===== config.mk =====
export PLATFORM = sky130hd
export DESIGN_NAME = sysctl
export DESIGN_NICKNAME = d
export VERILOG_FILES = /design/src/shared/sysctl_pkg.sv /design/src/sysctl.sv
export SDC_FILE = /design/constraint.sdc
export NUM_CORES = 1
export LEC_CHECK = 0
export BUFFER_PORTS_ARGS = -buffer_cell sky130_fd_sc_hd__buf_2
export CAP_MARGIN = 25
export CORE_ASPECT_RATIO = 0.75
export CORE_MARGIN = 3
export CORE_UTILIZATION = 46
export DETAILED_ROUTE_END_ITERATION = 10
export PLACE_DENSITY = 0.77
export SETUP_SLACK_MARGIN = 0.15
export SLEW_MARGIN = 20
export SYNTH_ARGS = -nofsm -noshare
export SYNTH_HDL_FRONTEND = slang
export SYNTH_SLANG_ARGS = --single-unit

===== constraint.sdc =====
create_clock -name core_clk_i -period 2.2 [get_ports core_clk_i]
set_input_delay 0 -clock core_clk_i [delete_from_list [all_inputs] [get_ports core_clk_i]]
set_output_delay 0 -clock core_clk_i [all_outputs]
set_load 0.005 [all_outputs]

===== src/shared/sysctl_pkg.sv =====
// Constants, register map and types for the system reset and exception controller
`default_nettype none
package sysctl_pkg;
	localparam int          CNT_W            = 12;
	localparam int          INT_N            = 8;
	localparam logic [11:0] OFF_RESET_CAUSE  = 12'h000;
	localparam logic [11:0] OFF_CONFIG       = 12'h004;
	localparam logic [11:0] OFF_BREAK_FLAG   = 12'h008;
	localparam logic [11:0] OFF_INT_STATUS   = 12'h00c;
	localparam int          BIT_WD_DISABLE   = 0;
	localparam int          BIT_STOP_ENABLE  = 1;
	localparam int          BIT_LV_PWRDN     = 2;
	localparam int          BIT_LV_RST_DIS   = 3;
	localparam int          BIT_SHORT_REC    = 4;
	localparam int          BIT_BREAK_CLR_EN = 0;
	localparam int          CAUSE_W          = 6;
	localparam int          CAUSE_POR        = 0;
	localparam int          CAUSE_PIN        = 1;
	localparam int          CAUSE_WD         = 2;
	localparam int          CAUSE_ILLEGAL_OPCODE_FLAG       = 3;
	localparam int          CAUSE_ILLEGAL_ADDRESS_FLAG       = 4;
	localparam int          CAUSE_LV         = 5;
	localparam logic [4:0]  CONFIG_RST       = 5'h00;
	localparam logic [5:0]  CAUSE_RST        = 6'h01;
	localparam logic [12:0] PIN_LOW_CYC      = 13'd32;
	localparam logic [12:0] INTERNAL_RESET_EXTRA_CYC   = 13'd32;
	localparam logic [12:0] LONG_CYC         = 13'd4096;
	localparam logic [12:0] RELEASE_CYC      = 13'd64;
	localparam logic [12:0] SHORT_REC_CYC    = 13'd32;
	localparam logic [1:0]  RESP_OKAY        = 2'b00;
	localparam logic [1:0]  RESP_SLVERR      = 2'b10;
	typedef enum logic [2:0] {
		ST_RUN     = 3'b000,
		ST_PINLOW  = 3'b001,
		ST_INTERNAL_RESET    = 3'b011,
		ST_LVHOLD  = 3'b010,
		ST_LVREL   = 3'b110,
		ST_STOP    = 3'b111,
		ST_STOPREC = 3'b101
	} rst_state_t;
endpackage : sysctl_pkg
`default_nettype wire


===== src/sysctl.sv =====
// System reset, counter and exception control with an AXI4-Lite register slave
//
// Our own choices: the AXI4-Lite slave port and the register addresses.
`default_nettype none
// Behaviour
// - Watchdog overflow with watchdog enabled resets chip and sets watchdog flag.
// - Illegal instruction from CPU sets illegal-opcode flag and resets.
// - Stop instruction while stop disabled counts as illegal opcode.
// - Only opcode fetches from unmapped addresses set illegal-address flag and reset.
// - Low voltage with power-down and reset-disable both clear sets flag, resets.
// - Low-voltage reset holds pin 4096 cycles after recovery, CPU freed 64 later.
// - System counter is 12 bits and advances every cycle unless an internal reset or stop clears it.
// - Counter overflow is the watchdog clock tick.
// - Stop clears counter; wake uses 32 cycles if short-recovery set, else 4096.
// - External pin reset does not clear the system counter; it keeps counting.
// - Counter runs freely after every reset state.
// - Interrupt entry stacks PC and sets mask; return clears mask and latch.
// - Latched interrupt is never preempted by a hardware interrupt until serviced or mask clears.
// - At instruction end take interrupt only if unmasked and source enabled.
// - Highest-priority pending interrupt is serviced first.
// - High index register is not stacked on interrupt entry.
// - Software interrupt is taken regardless of the mask.
// - Software interrupt stacks PC, hardware interrupt stacks PC minus one.
// - Any reset beats every interrupt without arbitration.
// - Break forces a fetch from the software interrupt vector.
// - In break, flags clear only with break-clear-enable; cleared stays cleared.
// - With break-clear-enable clear, two-step clears started before break finish only after break.
// - Wait or stop clears mask and stops CPU clock.
// - Internal reset drives pin low 32 cycles, then internal reset 32 more.
// - Reading reset cause register clears all cause flags.
module sysctl #(
	parameter int INT_NUM = sysctl_pkg::INT_N
) (
	input  wire logic                     core_clk_i,
	input  wire logic                     rst_n_i,
	input  wire logic                     power_on_pulse_i,
	input  wire logic                     reset_pin_in_i,
	output logic                          reset_pin_out_o,
	output logic                          reset_pin_oe_o,
	output logic                          internal_reset_o,
	output logic                          cpu_clk_en_o,
	output logic                          watchdog_tick_o,
	input  wire logic                     watchdog_overflow_i,
	input  wire logic                     illegal_opcode_i,
	input  wire logic                     stop_exec_i,
	input  wire logic                     wait_exec_i,
	input  wire logic                     opcode_fetch_i,
	input  wire logic                     unmapped_addr_i,
	input  wire logic                     low_voltage_i,
	input  wire logic                     instr_end_i,
	input  wire logic                     swi_exec_i,
	input  wire logic                     rti_exec_i,
	input  wire logic                     int_done_i,
	input  wire logic [INT_NUM-1:0]       int_req_i,
	input  wire logic [INT_NUM-1:0]       int_en_i,
	input  wire logic [15:0]              pc_i,
	output logic                          int_take_o,
	output logic [$clog2(INT_NUM+1)-1:0]  int_vector_o,
	output logic [15:0]                   stack_pc_o,
	output logic                          stack_index_high_o,
	output logic                          mask_o,
	input  wire logic                     break_i,
	output logic                          break_state_o,
	output logic                          flag_clear_allow_o,
	input  wire logic                     two_step_first_i,
	output logic                          two_step_armed_o,
	input  wire logic                     s_axi_awvalid,
	output logic                          s_axi_awready,
	input  wire logic [11:0]              s_axi_awaddr,
	input  wire logic                     s_axi_wvalid,
	output logic                          s_axi_wready,
	input  wire logic [31:0]              s_axi_wdata,
	input  wire logic [3:0]               s_axi_wstrb,
	output logic                          s_axi_bvalid,
	input  wire logic                     s_axi_bready,
	output logic [1:0]                    s_axi_bresp,
	input  wire logic                     s_axi_arvalid,
	output logic                          s_axi_arready,
	input  wire logic [11:0]              s_axi_araddr,
	output logic                          s_axi_rvalid,
	input  wire logic                     s_axi_rready,
	output logic [31:0]                   s_axi_rdata,
	output logic [1:0]                    s_axi_rresp
);
	import sysctl_pkg::*;

	localparam int VW = $clog2(INT_NUM + 1);
	if (INT_NUM < 1 || INT_NUM > 30) begin : g_chk
		$error("INT_NUM out of range");
	end

	// Lowest index wins; vector 0 is reserved for the software interrupt
	function automatic logic [VW-1:0] prio_enc(input logic [INT_NUM-1:0] req);
		logic [VW-1:0] v;
		v = '0;
		for (int i = INT_NUM - 1; i >= 0; i--) begin
			if (req[i]) begin
				v = VW'(i + 1);
			end
		end
		return v;
	endfunction : prio_enc

	rst_state_t         state_reg;
	rst_state_t         state_next;
	logic [CNT_W-1:0]   cnt_reg;
	logic [CNT_W-1:0]   cnt_next;
	logic [12:0]        tmr_reg;
	logic [12:0]        tmr_next;
	logic [CAUSE_W-1:0] cause_reg;
	logic [4:0]         config_reg;
	logic               break_clear_enable_reg;
	logic               mask_reg;
	logic               latched_reg;
	logic [VW-1:0]      vec_reg;
	logic               armed_reg;
	logic               in_break_reg;
	logic               wait_reg;
	logic               pin_low_reg;
	logic               short_rec_reg;

	logic               aw_got_reg;
	logic               w_got_reg;
	logic [11:0]        awaddr_reg;
	logic [31:0]        wdata_reg;
	logic               bvalid_reg;
	logic [1:0]         bresp_reg;
	logic               rvalid_reg;
	logic [31:0]        rdata_reg;
	logic [1:0]         rresp_reg;

	// Reset event decode; the first matching source is recorded alone
	wire wd_rst   = watchdog_overflow_i && !config_reg[BIT_WD_DISABLE];
	wire stop_ill = stop_exec_i && !config_reg[BIT_STOP_ENABLE];
	wire illegal_opcode_flag_rst = illegal_opcode_i || stop_ill;
	wire illegal_address_flag_rst = opcode_fetch_i && unmapped_addr_i;
	wire lv_rst   = low_voltage_i && !config_reg[BIT_LV_PWRDN] && !config_reg[BIT_LV_RST_DIS];
	wire pin_rst  = !reset_pin_in_i && !pin_low_reg;
	wire int_src  = wd_rst || illegal_opcode_flag_rst || illegal_address_flag_rst || lv_rst || power_on_pulse_i;
	wire any_rst  = int_src || pin_rst;
	wire running  = (state_reg == ST_RUN);
	wire stop_ok  = running && stop_exec_i && config_reg[BIT_STOP_ENABLE] && !any_rst;
	wire tmr_done = (tmr_reg == 13'd1);
	wire wake     = (|(int_req_i & int_en_i)) || break_i;

	logic [CAUSE_W-1:0] cause_set;
	always_comb begin
		cause_set = '0;
		if (power_on_pulse_i) begin
			cause_set[CAUSE_POR] = 1'b1;
		end else if (lv_rst) begin
			cause_set[CAUSE_LV] = 1'b1;
		end else if (wd_rst) begin
			cause_set[CAUSE_WD] = 1'b1;
		end else if (illegal_address_flag_rst) begin
			cause_set[CAUSE_ILLEGAL_ADDRESS_FLAG] = 1'b1;
		end else if (illegal_opcode_flag_rst) begin
			cause_set[CAUSE_ILLEGAL_OPCODE_FLAG] = 1'b1;
		end else if (pin_rst) begin
			cause_set[CAUSE_PIN] = 1'b1;
		end
	end

	// Reset sequencer
	always_comb begin
		state_next = state_reg;
		tmr_next   = (tmr_reg != 13'd0) ? tmr_reg - 13'd1 : tmr_reg;
		if (power_on_pulse_i || lv_rst) begin
			state_next = ST_LVHOLD;
			tmr_next   = LONG_CYC;
		end else if (int_src) begin
			state_next = ST_PINLOW;
			tmr_next   = PIN_LOW_CYC;
		end else if (pin_rst) begin
			state_next = ST_INTERNAL_RESET;
			tmr_next   = INTERNAL_RESET_EXTRA_CYC;
		end else begin
			unique case (state_reg)
				ST_RUN: begin
					if (stop_ok) begin
						state_next = ST_STOP;
					end
				end
				ST_STOP: begin
					if (wake) begin
						state_next = ST_STOPREC;
						tmr_next   = short_rec_reg ? SHORT_REC_CYC : LONG_CYC;
					end
				end
				ST_STOPREC: begin
					if (tmr_done) begin
						state_next = ST_RUN;
					end
				end
				ST_LVHOLD: begin
					if (tmr_done && !low_voltage_i) begin
						state_next = ST_LVREL;
						tmr_next   = RELEASE_CYC;
					end else if (low_voltage_i) begin
						tmr_next = LONG_CYC;
					end
				end
				ST_LVREL: begin
					if (tmr_done) begin
						state_next = ST_RUN;
					end
				end
				ST_PINLOW: begin
					if (tmr_done) begin
						state_next = ST_INTERNAL_RESET;
						tmr_next   = INTERNAL_RESET_EXTRA_CYC;
					end
				end
				ST_INTERNAL_RESET: begin
					if (tmr_done && reset_pin_in_i) begin
						state_next = ST_RUN;
					end
				end
				default: state_next = ST_RUN;
			endcase
		end
	end

	// Counter: cleared by internal resets and stop, untouched by the pin
	always_comb begin
		cnt_next = cnt_reg + 12'd1;
		if (int_src || stop_ok || state_reg == ST_STOP) begin
			cnt_next = '0;
		end else if (pin_rst) begin
			cnt_next = cnt_reg + 12'd1;
		end
	end

	always_ff @(posedge core_clk_i or negedge rst_n_i) begin
		if (!rst_n_i) begin
			state_reg     <= ST_LVHOLD;
			tmr_reg       <= LONG_CYC;
			cnt_reg       <= '0;
			pin_low_reg   <= 1'b1;
			short_rec_reg <= 1'b0;
		end else begin
			state_reg     <= state_next;
			tmr_reg       <= tmr_next;
			cnt_reg       <= cnt_next;
			pin_low_reg   <= (state_next == ST_PINLOW) || (state_next == ST_LVHOLD);
			short_rec_reg <= config_reg[BIT_SHORT_REC];
		end
	end

	assign watchdog_tick_o  = (cnt_reg == '1);
	assign reset_pin_out_o  = 1'b0;
	assign reset_pin_oe_o   = pin_low_reg;
	assign internal_reset_o = !running && state_reg != ST_STOP && state_reg != ST_STOPREC;
	// Wait parks the CPU clock until a wake source or reset arrives
	assign cpu_clk_en_o     = running && !in_break_reg && !wait_reg;

	// Interrupt latch and arbitration
	wire [INT_NUM-1:0] pend = int_req_i & int_en_i;
	wire hw_take = instr_end_i && !mask_reg && (|pend) && !latched_reg && running;
	wire sw_take = (swi_exec_i || (break_i && !in_break_reg)) && running;

	always_ff @(posedge core_clk_i or negedge rst_n_i) begin
		if (!rst_n_i) begin
			mask_reg     <= 1'b1;
			latched_reg  <= 1'b0;
			vec_reg      <= '0;
			stack_pc_o   <= '0;
			in_break_reg <= 1'b0;
			armed_reg    <= 1'b0;
			wait_reg     <= 1'b0;
		end else begin
			if (any_rst) begin
				wait_reg <= 1'b0;
			end else if (wait_exec_i && running) begin
				wait_reg <= 1'b1;
			end else if (wake) begin
				wait_reg <= 1'b0;
			end
			if (any_rst) begin
				latched_reg <= 1'b0;
				mask_reg    <= 1'b1;
			end else if (sw_take) begin
				latched_reg <= 1'b1;
				vec_reg     <= '0;
				mask_reg    <= 1'b1;
				stack_pc_o  <= pc_i;
			end else if (hw_take) begin
				latched_reg <= 1'b1;
				vec_reg     <= prio_enc(pend);
				mask_reg    <= 1'b1;
				stack_pc_o  <= pc_i - 16'd1;
			end else begin
				if (int_done_i) begin
					latched_reg <= 1'b0;
				end
				if (rti_exec_i || stop_exec_i || wait_exec_i) begin
					mask_reg    <= 1'b0;
					latched_reg <= 1'b0;
				end
			end
			if (any_rst || rti_exec_i) begin
				in_break_reg <= 1'b0;
			end else if (break_i) begin
				in_break_reg <= 1'b1;
			end
			if (two_step_first_i && !in_break_reg) begin
				armed_reg <= 1'b1;
			end else if (two_step_first_i && in_break_reg && break_clear_enable_reg) begin
				armed_reg <= 1'b1;
			end else if (any_rst) begin
				armed_reg <= 1'b0;
			end
		end
	end

	assign int_take_o         = (sw_take || hw_take) && !any_rst;
	assign int_vector_o       = vec_reg;
	assign stack_index_high_o = 1'b0;
	assign mask_o             = mask_reg;
	assign break_state_o      = in_break_reg;
	assign flag_clear_allow_o = !in_break_reg || break_clear_enable_reg;
	assign two_step_armed_o   = armed_reg && (!in_break_reg || break_clear_enable_reg);

	// AXI4-Lite write path
	wire wr_fire   = (aw_got_reg || s_axi_awvalid) && (w_got_reg || s_axi_wvalid) && !bvalid_reg;
	wire [11:0] wa = aw_got_reg ? awaddr_reg : s_axi_awaddr;
	wire [31:0] wd = w_got_reg ? wdata_reg : s_axi_wdata;
	wire wa_cfg    = (wa == OFF_CONFIG);
	wire wa_brk    = (wa == OFF_BREAK_FLAG);
	wire wa_ok     = wa_cfg || wa_brk || (wa == OFF_RESET_CAUSE) || (wa == OFF_INT_STATUS);
	wire ra_ok     = (s_axi_araddr == OFF_RESET_CAUSE) || (s_axi_araddr == OFF_CONFIG)
	               || (s_axi_araddr == OFF_BREAK_FLAG) || (s_axi_araddr == OFF_INT_STATUS);
	wire rd_fire   = s_axi_arvalid && !rvalid_reg;
	wire cause_rd  = rd_fire && (s_axi_araddr == OFF_RESET_CAUSE) && (!in_break_reg || break_clear_enable_reg);

	assign s_axi_awready = !aw_got_reg && !bvalid_reg;
	assign s_axi_wready  = !w_got_reg && !bvalid_reg;
	assign s_axi_arready = !rvalid_reg;
	assign s_axi_bvalid  = bvalid_reg;
	assign s_axi_bresp   = bresp_reg;
	assign s_axi_rvalid  = rvalid_reg;
	assign s_axi_rdata   = rdata_reg;
	assign s_axi_rresp   = rresp_reg;

	always_ff @(posedge core_clk_i or negedge rst_n_i) begin
		if (!rst_n_i) begin
			aw_got_reg <= 1'b0;
			w_got_reg  <= 1'b0;
			awaddr_reg <= '0;
			wdata_reg  <= '0;
			bvalid_reg <= 1'b0;
			bresp_reg  <= RESP_OKAY;
			config_reg <= CONFIG_RST;
			break_clear_enable_reg   <= 1'b0;
		end else begin
			if (wr_fire) begin
				aw_got_reg <= 1'b0;
				w_got_reg  <= 1'b0;
				bvalid_reg <= 1'b1;
				bresp_reg  <= wa_ok ? RESP_OKAY : RESP_SLVERR;
				if (wa_cfg && s_axi_wstrb[0]) begin
					config_reg <= wd[4:0];
				end
				if (wa_brk && s_axi_wstrb[0]) begin
					break_clear_enable_reg <= wd[BIT_BREAK_CLR_EN];
				end
			end else begin
				if (s_axi_awvalid && s_axi_awready) begin
					aw_got_reg <= 1'b1;
					awaddr_reg <= s_axi_awaddr;
				end
				if (s_axi_wvalid && s_axi_wready) begin
					w_got_reg <= 1'b1;
					wdata_reg <= s_axi_wdata;
				end
				if (bvalid_reg && s_axi_bready) begin
					bvalid_reg <= 1'b0;
				end
			end
		end
	end

	// AXI4-Lite read path; a new reset cause wins over a read clear
	logic [31:0] rd_mux;
	always_comb begin
		rd_mux = '0;
		unique case (s_axi_araddr)
			OFF_RESET_CAUSE: rd_mux = {26'h0, cause_reg};
			OFF_CONFIG:      rd_mux = {27'h0, config_reg};
			OFF_BREAK_FLAG:  rd_mux = {31'h0, break_clear_enable_reg};
			OFF_INT_STATUS:  rd_mux = {24'h0, in_break_reg, latched_reg, mask_reg, 5'(vec_reg)};
			default:         rd_mux = '0;
		endcase
	end

	always_ff @(posedge core_clk_i or negedge rst_n_i) begin
		if (!rst_n_i) begin
			rvalid_reg <= 1'b0;
			rdata_reg  <= '0;
			rresp_reg  <= RESP_OKAY;
			cause_reg  <= CAUSE_RST;
		end else begin
			if (rd_fire) begin
				rvalid_reg <= 1'b1;
				rdata_reg  <= rd_mux;
				rresp_reg  <= ra_ok ? RESP_OKAY : RESP_SLVERR;
			end else if (rvalid_reg && s_axi_rready) begin
				rvalid_reg <= 1'b0;
			end
			if (|cause_set) begin
				cause_reg <= cause_set;
			end else if (cause_rd) begin
				cause_reg <= '0;
			end
		end
	end
endmodule : sysctl
`default_nettype wire

==> results of run 1 <==
[power groups by stage]
stage	clock network, mW	logic [mW]	registers, mW
CTS	1.62	1.10	2.27
finish	1.59	1.18	2.29
global route	1.70	1.29	2.32
detailed placement	0	1.01	2.28
floorplan	0	0.686	2.22
global placement	0	0.970	2.26
[cell usage after synthesis (4+ instances only)]
| master | n | area, sq um |
|---|---|---|
| inv_1 | 15 | 56.3 |
| nand3b_1 | 5 | 37.5 |
| a22oi_1 | 5 | 37.5 |
| and3_1 | 6 | 37.5 |
| buf_4 | 30 | 225 |
| nor2b_1 | 5 | 31.3 |
| nor2_1 | 63 | 236 |
| a22o_1 | 5 | 43.8 |
| nor3_1 | 12 | 60.1 |
| o21ai_0 | 27 | 135 |
| o31ai_1 | 7 | 52.6 |
| dfstp_2 | 5 | 131 |
| o41ai_1 | 4 | 35.0 |
| xor2_1 | 10 | 87.6 |
| a31oi_1 | 5 | 31.3 |
| nand3_1 | 11 | 55.1 |
| nor4_1 | 11 | 68.8 |
| ha_1 | 5 | 62.6 |
| xnor2_1 | 23 | 201 |
| nand2_1 | 61 | 229 |
| mux2_2 | 28 | 315 |
| dfrtp_1 | 93 | 2330 |
| mux2i_1 | 6 | 60.1 |
| or3_1 | 4 | 25.0 |
| nand2b_1 | 5 | 31.3 |
| clkbuf_1 | 10 | 37.5 |
| a21oi_1 | 17 | 85.1 |
[cell type report]
type                       count  area [sq um]
fill                         850          3900
multi-input combinational    409          2760
sequential                    98          2460
timing repair buffer         211          1410
clock buffer                  12           246
tap                          140           175
inverter                      15          56.3
clock inverter                 4          51.3
[stage by stage]
step	setup slack (ns)	utilization, %	TNS [ns]	hold WS, ns
6_report	0.0388	64.7	0	0.0167
5_1_grt	-0.0448	64.7	-0.0867	0.0388
4_1_cts	0.150	63.3	0	0.00928
3_5_place_dp	0.00770	55.4	0	0.0273
3_3_place_gp	-0.0312	55.4	-0.151	0.0239
2_1_floorplan	0.181	-	0	-0.296
[critical path, stage by stage, from the launching register on]
cell and delay, ns:
dfrtp_1 0.40, nor4b_4 0.30, nand2_1 0.10, o41ai_2 0.26, buf_4 0.19, o2111ai_4 0.13, nor2_2 0.18, buf_6 0.15
mux2_2 0.33
[worst min path at each step]
stage / startpoint / endpoint / slack [ns] / cells past startpoint
after floorplan: rst_n_i / armed_reg$_DFFE_PN0P_ / -0.30 / 0
after global placement: rst_n_i / w_got_reg$_DFFE_PN0P_ / 0.02 / 1
after detailed placement: rst_n_i / w_got_reg$_DFFE_PN0P_ / 0.03 / 1
after CTS: int_req_i[0] / int_vector_o[0]$_DFFE_PN0P_ / 0.009 / 3
after global routing: pc_i[0] / stack_pc_o[3]$_DFFE_PN0P_ / 0.04 / 4
final: s_axi_wvalid / w_got_reg$_DFFE_PN0P_ / 0.02 / 3
[repair_timing]
| action | 4_1_cts | 5_1_grt |
|---|---|---|
| setup buffers | 3 | 8 |
| pin swaps | 3 | 5 |
| resized for setup | 10 | 24 |
| hold buffers | 50 | 0 |
| endpoints found under the hold margin | 82 | 0 |
| endpoints found under the setup margin | 17 | 38 |
[routing by layer]
layer | vias up | global-route usage, % | wire, um
li1 | 2271 | - | -
met1 | 2345 | 30.8 | 6390
met2 | 217 | 37.3 | 7300
met3 | 33 | 5.53 | 1040
met4 | 0 | 6.55 | 343
met5 | - | 0 | 0
[kinds of logic (layout without fill, tap and decap cells)]
logic type,Yosys count,in the layout,share of synthesized area [%]
fa+ha+maj,5,5,1.18
compound gates,100,100,13.4
flops,98,98,46.4
xor+xnor,33,33,5.45
other cells,1,28,0.0708
mux,36,36,7.79
simple gates,207,207,19.4
buf+inv,58,242,6.30
==> run_results.csv, run 1 <==
group,metric,value,unit
global_routing,first_global_vias,4739,
setup_path,cp_data_arrival_time,2.39,ns
routing,route.antenna.remaining_nets,0,
routing,via_count,4866,
timing,hold_violations,0,
power,cellInternalPower,3.58,mW
die,die_area,12900,sq um
routing,detail_route.drc_violations,0,
clocking,clkTransAtPathRegs,0.07,ns
clocking,cts_tree,"built",
setup_path,crit_fanout,5,
synth,synth_warnings,0,
setup_path,setup.worst_path.end,"config_reg[4]$_DFFE_PN0P_",
cells_and_area,layout.nets,863,
global_routing,grt_antenna_before_repair,0,
timing,grt_setup_unrepaired,"true",
power,comb_power_share,23.2,%
setup_path,reg2reg_depth,8,
power,leakage,3.37,nW
placement,detailed_place.area,6130,sq um
clocking,h-tree-depth,3,
timing,max_slew.worst_pin.slew,0.706,ns
timing,peak_clock_frequency_supported_by_timing,0.463,GHz
outcome,outcome,"complete, no violations",
cells_and_area,final_common_cell,"buf_2",
power,powerDensity,706,nW/um^2
job,maxCapViolations,0,
setup_path,worstSetupEndpointType,"register",
clocking,ctsRootBufferMaster,"clkbuf_16",
die,floorplan.io_pins,186,
routing,post_drt_wl_per_cell,17.0,um
timing,period_needed,2.16,ns
setup_path,reg2reg_setup_slack,0.04,ns
synth,synthCells,538,
placement,place_hpwl,10300,um
clocking,numCtsBuffers,9,
setup_path,timing.setup.critical_path_class,"reg -> reg",
setup_path,worst_ep_required_time,2.43,ns
setup_path,crit_path_from,"awaddr_reg[5]$_DFFE_PN0P_",
cells_and_area,layout-drive-gt1-share,32.7,%
setup_path,critical_path.reg2reg.endpoint,"config_reg[4]$_DFFE_PN0P_",
power,totalPowerFinal,5.06,mW
die,floorplan.die.width,130,um
cells_and_area,largest_register_ffs,16,
synth,number_of_flops_mapped_to_enable_cells_by_yosys,0,
power,net_switching_fraction_of_the_power,29.2,%
cells_and_area,mostFrequentLayoutCells,"buf_2 (126), dfrtp_1 (93), nand2_1 (60)",
die,cell_row_count,33,
power,pwr-share-seq,45.3,%
timing,slew_limit_headroom,52.8,%
synth,ys_types,65,
routing,finalWirelength,15100,um
timing,final-max-slew-violation-count,0,
clocking,cts_num_sinks,98,
global_routing,total_congestion_overflow,0,
clocking,ctsLongestPathBuffers,2,
cells_and_area,fin_area,7160,sq um
hold_path,min_path_type,"in -> reg",
cells_and_area,layout-area-overhead-vs-synth,35.2,%
global_routing,wire_length_of_the_first_global_routing_pass,23500,um
die,fp.coreArea,11100,sq um
routing,drt_iter0_markers,339,
global_routing,grt_start_max_net_pins,58,
placement,numPortBuffers,127,
setup_path,r2r_start,"awaddr_reg[5]$_DFFE_PN0P_",
clocking,clock_latency_at_the_later_pin_of_the_worst_skew_pair,0.35,ns
setup_path,startpoint_type,"register",
timing,final.setup_skew,0.00696,ns
synth,async_reset_ff_share,100,%
routing,routed_via_count_divided_by_cell_count,5.47,
power,vdd.ir_drop.worst,0.000390,V
timing,setup_viol,0,
timing,finalCritPeriodShare,98.2,%
power,clock_power_share,31.4,%
synth,synth_area_per_cell,9.85,sq um
synth,synth_seq_area_share,46.4,%
synth,synth-main-ff-cell,"dfrtp_1",
power,switching_component_of_the_power,1.48,mW
die,initial_core_util,47.9,%
die,die_height,99.0,um
routing,detailed_router_iteration_count_before_antenna_repair,5,
placement,final_wtd_congestion,0.881,
global_routing,globalRouteTotalUtil,23.0,%
placement,placed_cells_incl_taps,812,
cells_and_area,finalNonFillerCells,889,
synth,synthesis.area,5300,sq um
synth,synth-seq-cells,98,
cells_and_area,diodes,0,
(Power assumes the default switching activity.)
==> inputs of run 2 (changes only) <==
CORE_UTILIZATION = 40   (was 46)
PLACE_DENSITY = 0.69   (was 0.77)
==> run 2 against run 1 <==
Register-to-register slack gained 0.03 ns; utilization shrank 7.5 points; power grew 0.97%; first-iteration DRC count fell by 23%.
==> run_results.csv, run 2 (synthesis results as in run 1) <==
group,metric,value,unit
outcome,outcome,"complete, no violations",
hold_path,hold_path_end,"stack_pc_o[9]$_DFFE_PN0P_",
timing,peak_clock_frequency_supported_by_timing,0.469,GHz
setup_path,worstSetupEndpointType,"register",
setup_path,crit_slowest_cell,"dfrtp_1",
die,floorplan.io_pins,186,
cells_and_area,layout.nets,865,
routing,detailed_router_iteration_count_before_antenna_repair,5,
setup_path,timing.setup.critical_path_class,"reg -> reg",
cells_and_area,mostFrequentLayoutCells,"buf_2 (126), dfrtp_1 (92), nor2_1 (60), nand2_1 (60), dlygate4sd3_1 (51)",
cells_and_area,utilization,57.2,%
placement,place_hpwl,10400,um
cells_and_area,layout-drive-gt1-share,33.2,%
power,vdd.ir_drop.worst,0.000499,V
setup_path,timing.critical_path.cells,"nor4b_4 -> nand2_1 -> o41ai_2 -> buf_4 -> o2111ai_2 -> nor2_1 -> buf_4 -> mux2_4",
cells_and_area,largest_register_ffs,16,
die,fp.coreArea,12600,sq um
global_routing,total_congestion_overflow,0,
clocking,clock_latency_at_the_later_pin_of_the_worst_skew_pair,0.35,ns
hold_path,timing.hold.worst_path_depth,4,
cells_and_area,layout-area-overhead-vs-synth,36.2,%
timing,finalWorstSetupSlack,0.0670,ns
die,die_area,14700,sq um
cells_and_area,diodes,0,
routing,route.antenna.remaining_nets,0,
setup_path,worst_ep_required_time,2.43,ns
global_routing,grt_util_met3,4.31,%
setup_path,slowest_delay,0.41,ns
routing,routed_via_count_divided_by_cell_count,5.14,
global_routing,grt_use_met1,26.2,%
die,cell_row_count,35,
cells_and_area,final_common_cell,"buf_2",
timing,final-max-slew-violation-count,0,
global_routing,grtUsageMet2,32.8,%
placement,numPortBuffers,127,
clocking,numCtsBuffers,9,
clocking,cts_tree,"built",
timing,final.setup_skew,0.00505,ns
routing,post_drt_wl_per_cell,16.1,um
placement,final_wtd_congestion,0.871,
routing,via_count,4713,
setup_path,reg2reg_setup_slack,0.07,ns
timing,period_needed,2.13,ns
setup_path,timing.critical_path.mode_cell,"buf_4",
global_routing,globalRouteTotalUtil,20.1,%
timing,grt_setup_unrepaired,"true",
global_routing,grt_antenna_before_repair,0,
hold_path,hold_start,"pc_i[9]",
global_routing,gr-max-usage-layer,"met2",
clocking,h-tree-depth,3,
clocking,ctsRootBufferMaster,"clkbuf_16",
placement,dpl_worst_slack,-0.0168,ns
setup_path,reg2reg_depth,8,
clocking,clkTransAtPathRegs,0.07,ns
setup_path,cp_data_arrival_time,2.36,ns
die,floorplan.die.width,139,um
timing,hold_violations,0,
routing,drt_iter0_markers,262,
global_routing,first_global_vias,4840,
routing,detail_route.drc_violations,0,
clocking,cts_num_sinks,98,
global_routing,grt_start_max_net_pins,59,
power,powerDensity,708,nW/um^2
die,die_height,106,um
timing,slew_limit_headroom,59.2,%
timing,finalSetupTns,0,ns
setup_path,startpoint_type,"register",
setup_path,r2r_start,"awaddr_reg[0]$_DFFE_PN0P_",
setup_path,crit_fanout,5,
setup_path,critical_path.reg2reg.endpoint,"config_reg[3]$_DFFE_PN0P_",
global_routing,wire_length_of_the_first_global_routing_pass,24100,um
die,initial_core_util,42.0,%
timing,finalCritPeriodShare,97.0,%
clocking,ctsLongestPathBuffers,2,
hold_path,min_path_type,"in -> reg",
timing,setup_viol,0,
routing,finalWirelength,14700,um
power,leakage,3.40,nW
timing,max_slew.worst_pin.slew,0.610,ns
job,maxCapViolations,0,
timing,whs,0.0115,ns
run 2: cell types whose count changed in the layout (fill, tap and decap cells not counted), sizes merged:
cell         delta
clkinv          +1
clkinvlp        -1
dlygate4sd3     +1
buf             +1
run 2: how the worst max path moves through the flow:
| stage | startpoint | to | slack, ns | cells after the start |
|---|---|---|---|---|
| 2_1_floorplan | tmr_reg[7]$_DFF_PN0_ | reset_pin_oe_o$_DFF_PN1_ | 0.18 | 6 |
| 3_3_place_gp | awaddr_reg[0]$_DFFE_PN0P_ | config_reg[1]$_DFFE_PN0P_ | -0.02 | 8 |
| 3_5_place_dp | awaddr_reg[0]$_DFFE_PN0P_ | config_reg[3]$_DFFE_PN0P_ | -0.02 | 8 |
| 4_1_cts | config_reg[1]$_DFFE_PN0P_ | int_take_o | 0.13 | 7 |
| 5_1_grt | awaddr_reg[4]$_DFFE_PN0P_ | config_reg[3]$_DFFE_PN0P_ | -0.05 | 8 |
| 6_report | awaddr_reg[0]$_DFFE_PN0P_ | config_reg[3]$_DFFE_PN0P_ | 0.07 | 8 |
run 2: per-layer routing:
| metal | wire (um) | vias up |
|---|---|---|
| met5 | 0 | - |
| met4 | 528 | 0 |
| met3 | 838 | 42 |
| met2 | 6910 | 182 |
| met1 | 6450 | 2225 |
| li1 | - | 2264 |
run 2: through the flow:
stage | cell area [sq um] | cells | power (mW)
3_3_place_gp | 6140 | 836 | 3.23
4_1_cts | 7100 | 909 | 5.09
6_report | 7220 | 917 | 5.11
2_1_floorplan | 5410 | 565 | 2.90
5_1_grt | 7220 | 917 | 5.37
3_5_place_dp | 6140 | 836 | 3.29
run 2: cell type report:
| type | count | area (sq um) |
|---|---|---|
| Sequential cell | 98 | 2460 |
| Inverter | 15 | 56.3 |
| Fill cell | 1091 | 5400 |
| Tap cell | 166 | 208 |
| Clock inverter | 4 | 48.8 |
| Multi-Input combinational cell | 409 | 2750 |
| Timing Repair Buffer | 213 | 1430 |
| Clock buffer | 12 | 267 |
run 2: critical path: cells and delay by family (launching register included):
kind                   cells  cell delay, ns
buffers and inverters      2            0.35
AND/OR/NAND/NOR            3            0.57
flip-flops                 1            0.41
AO/OA/AOI/OAI              2            0.37
multiplexers               1            0.31
run 2: what timing repair did:
action                     in CTS  in global routing
setup endpoints to repair      33                 21
buffers inserted                6                  8
gates resized for setup        17                 17
hold endpoints to repair       86                  0
pin swaps                       3                  7
hold buffers                   51                  0
run 2: report_power, final:
group / switching [mW] / internal (mW) / leakage, nW
combinational: 0.548 / 0.607 / 1.95
sequential: 0.215 / 2.07 / 1.29
clock: 0.697 / 0.974 / 0.159
total: 1.46 / 3.65 / 3.40
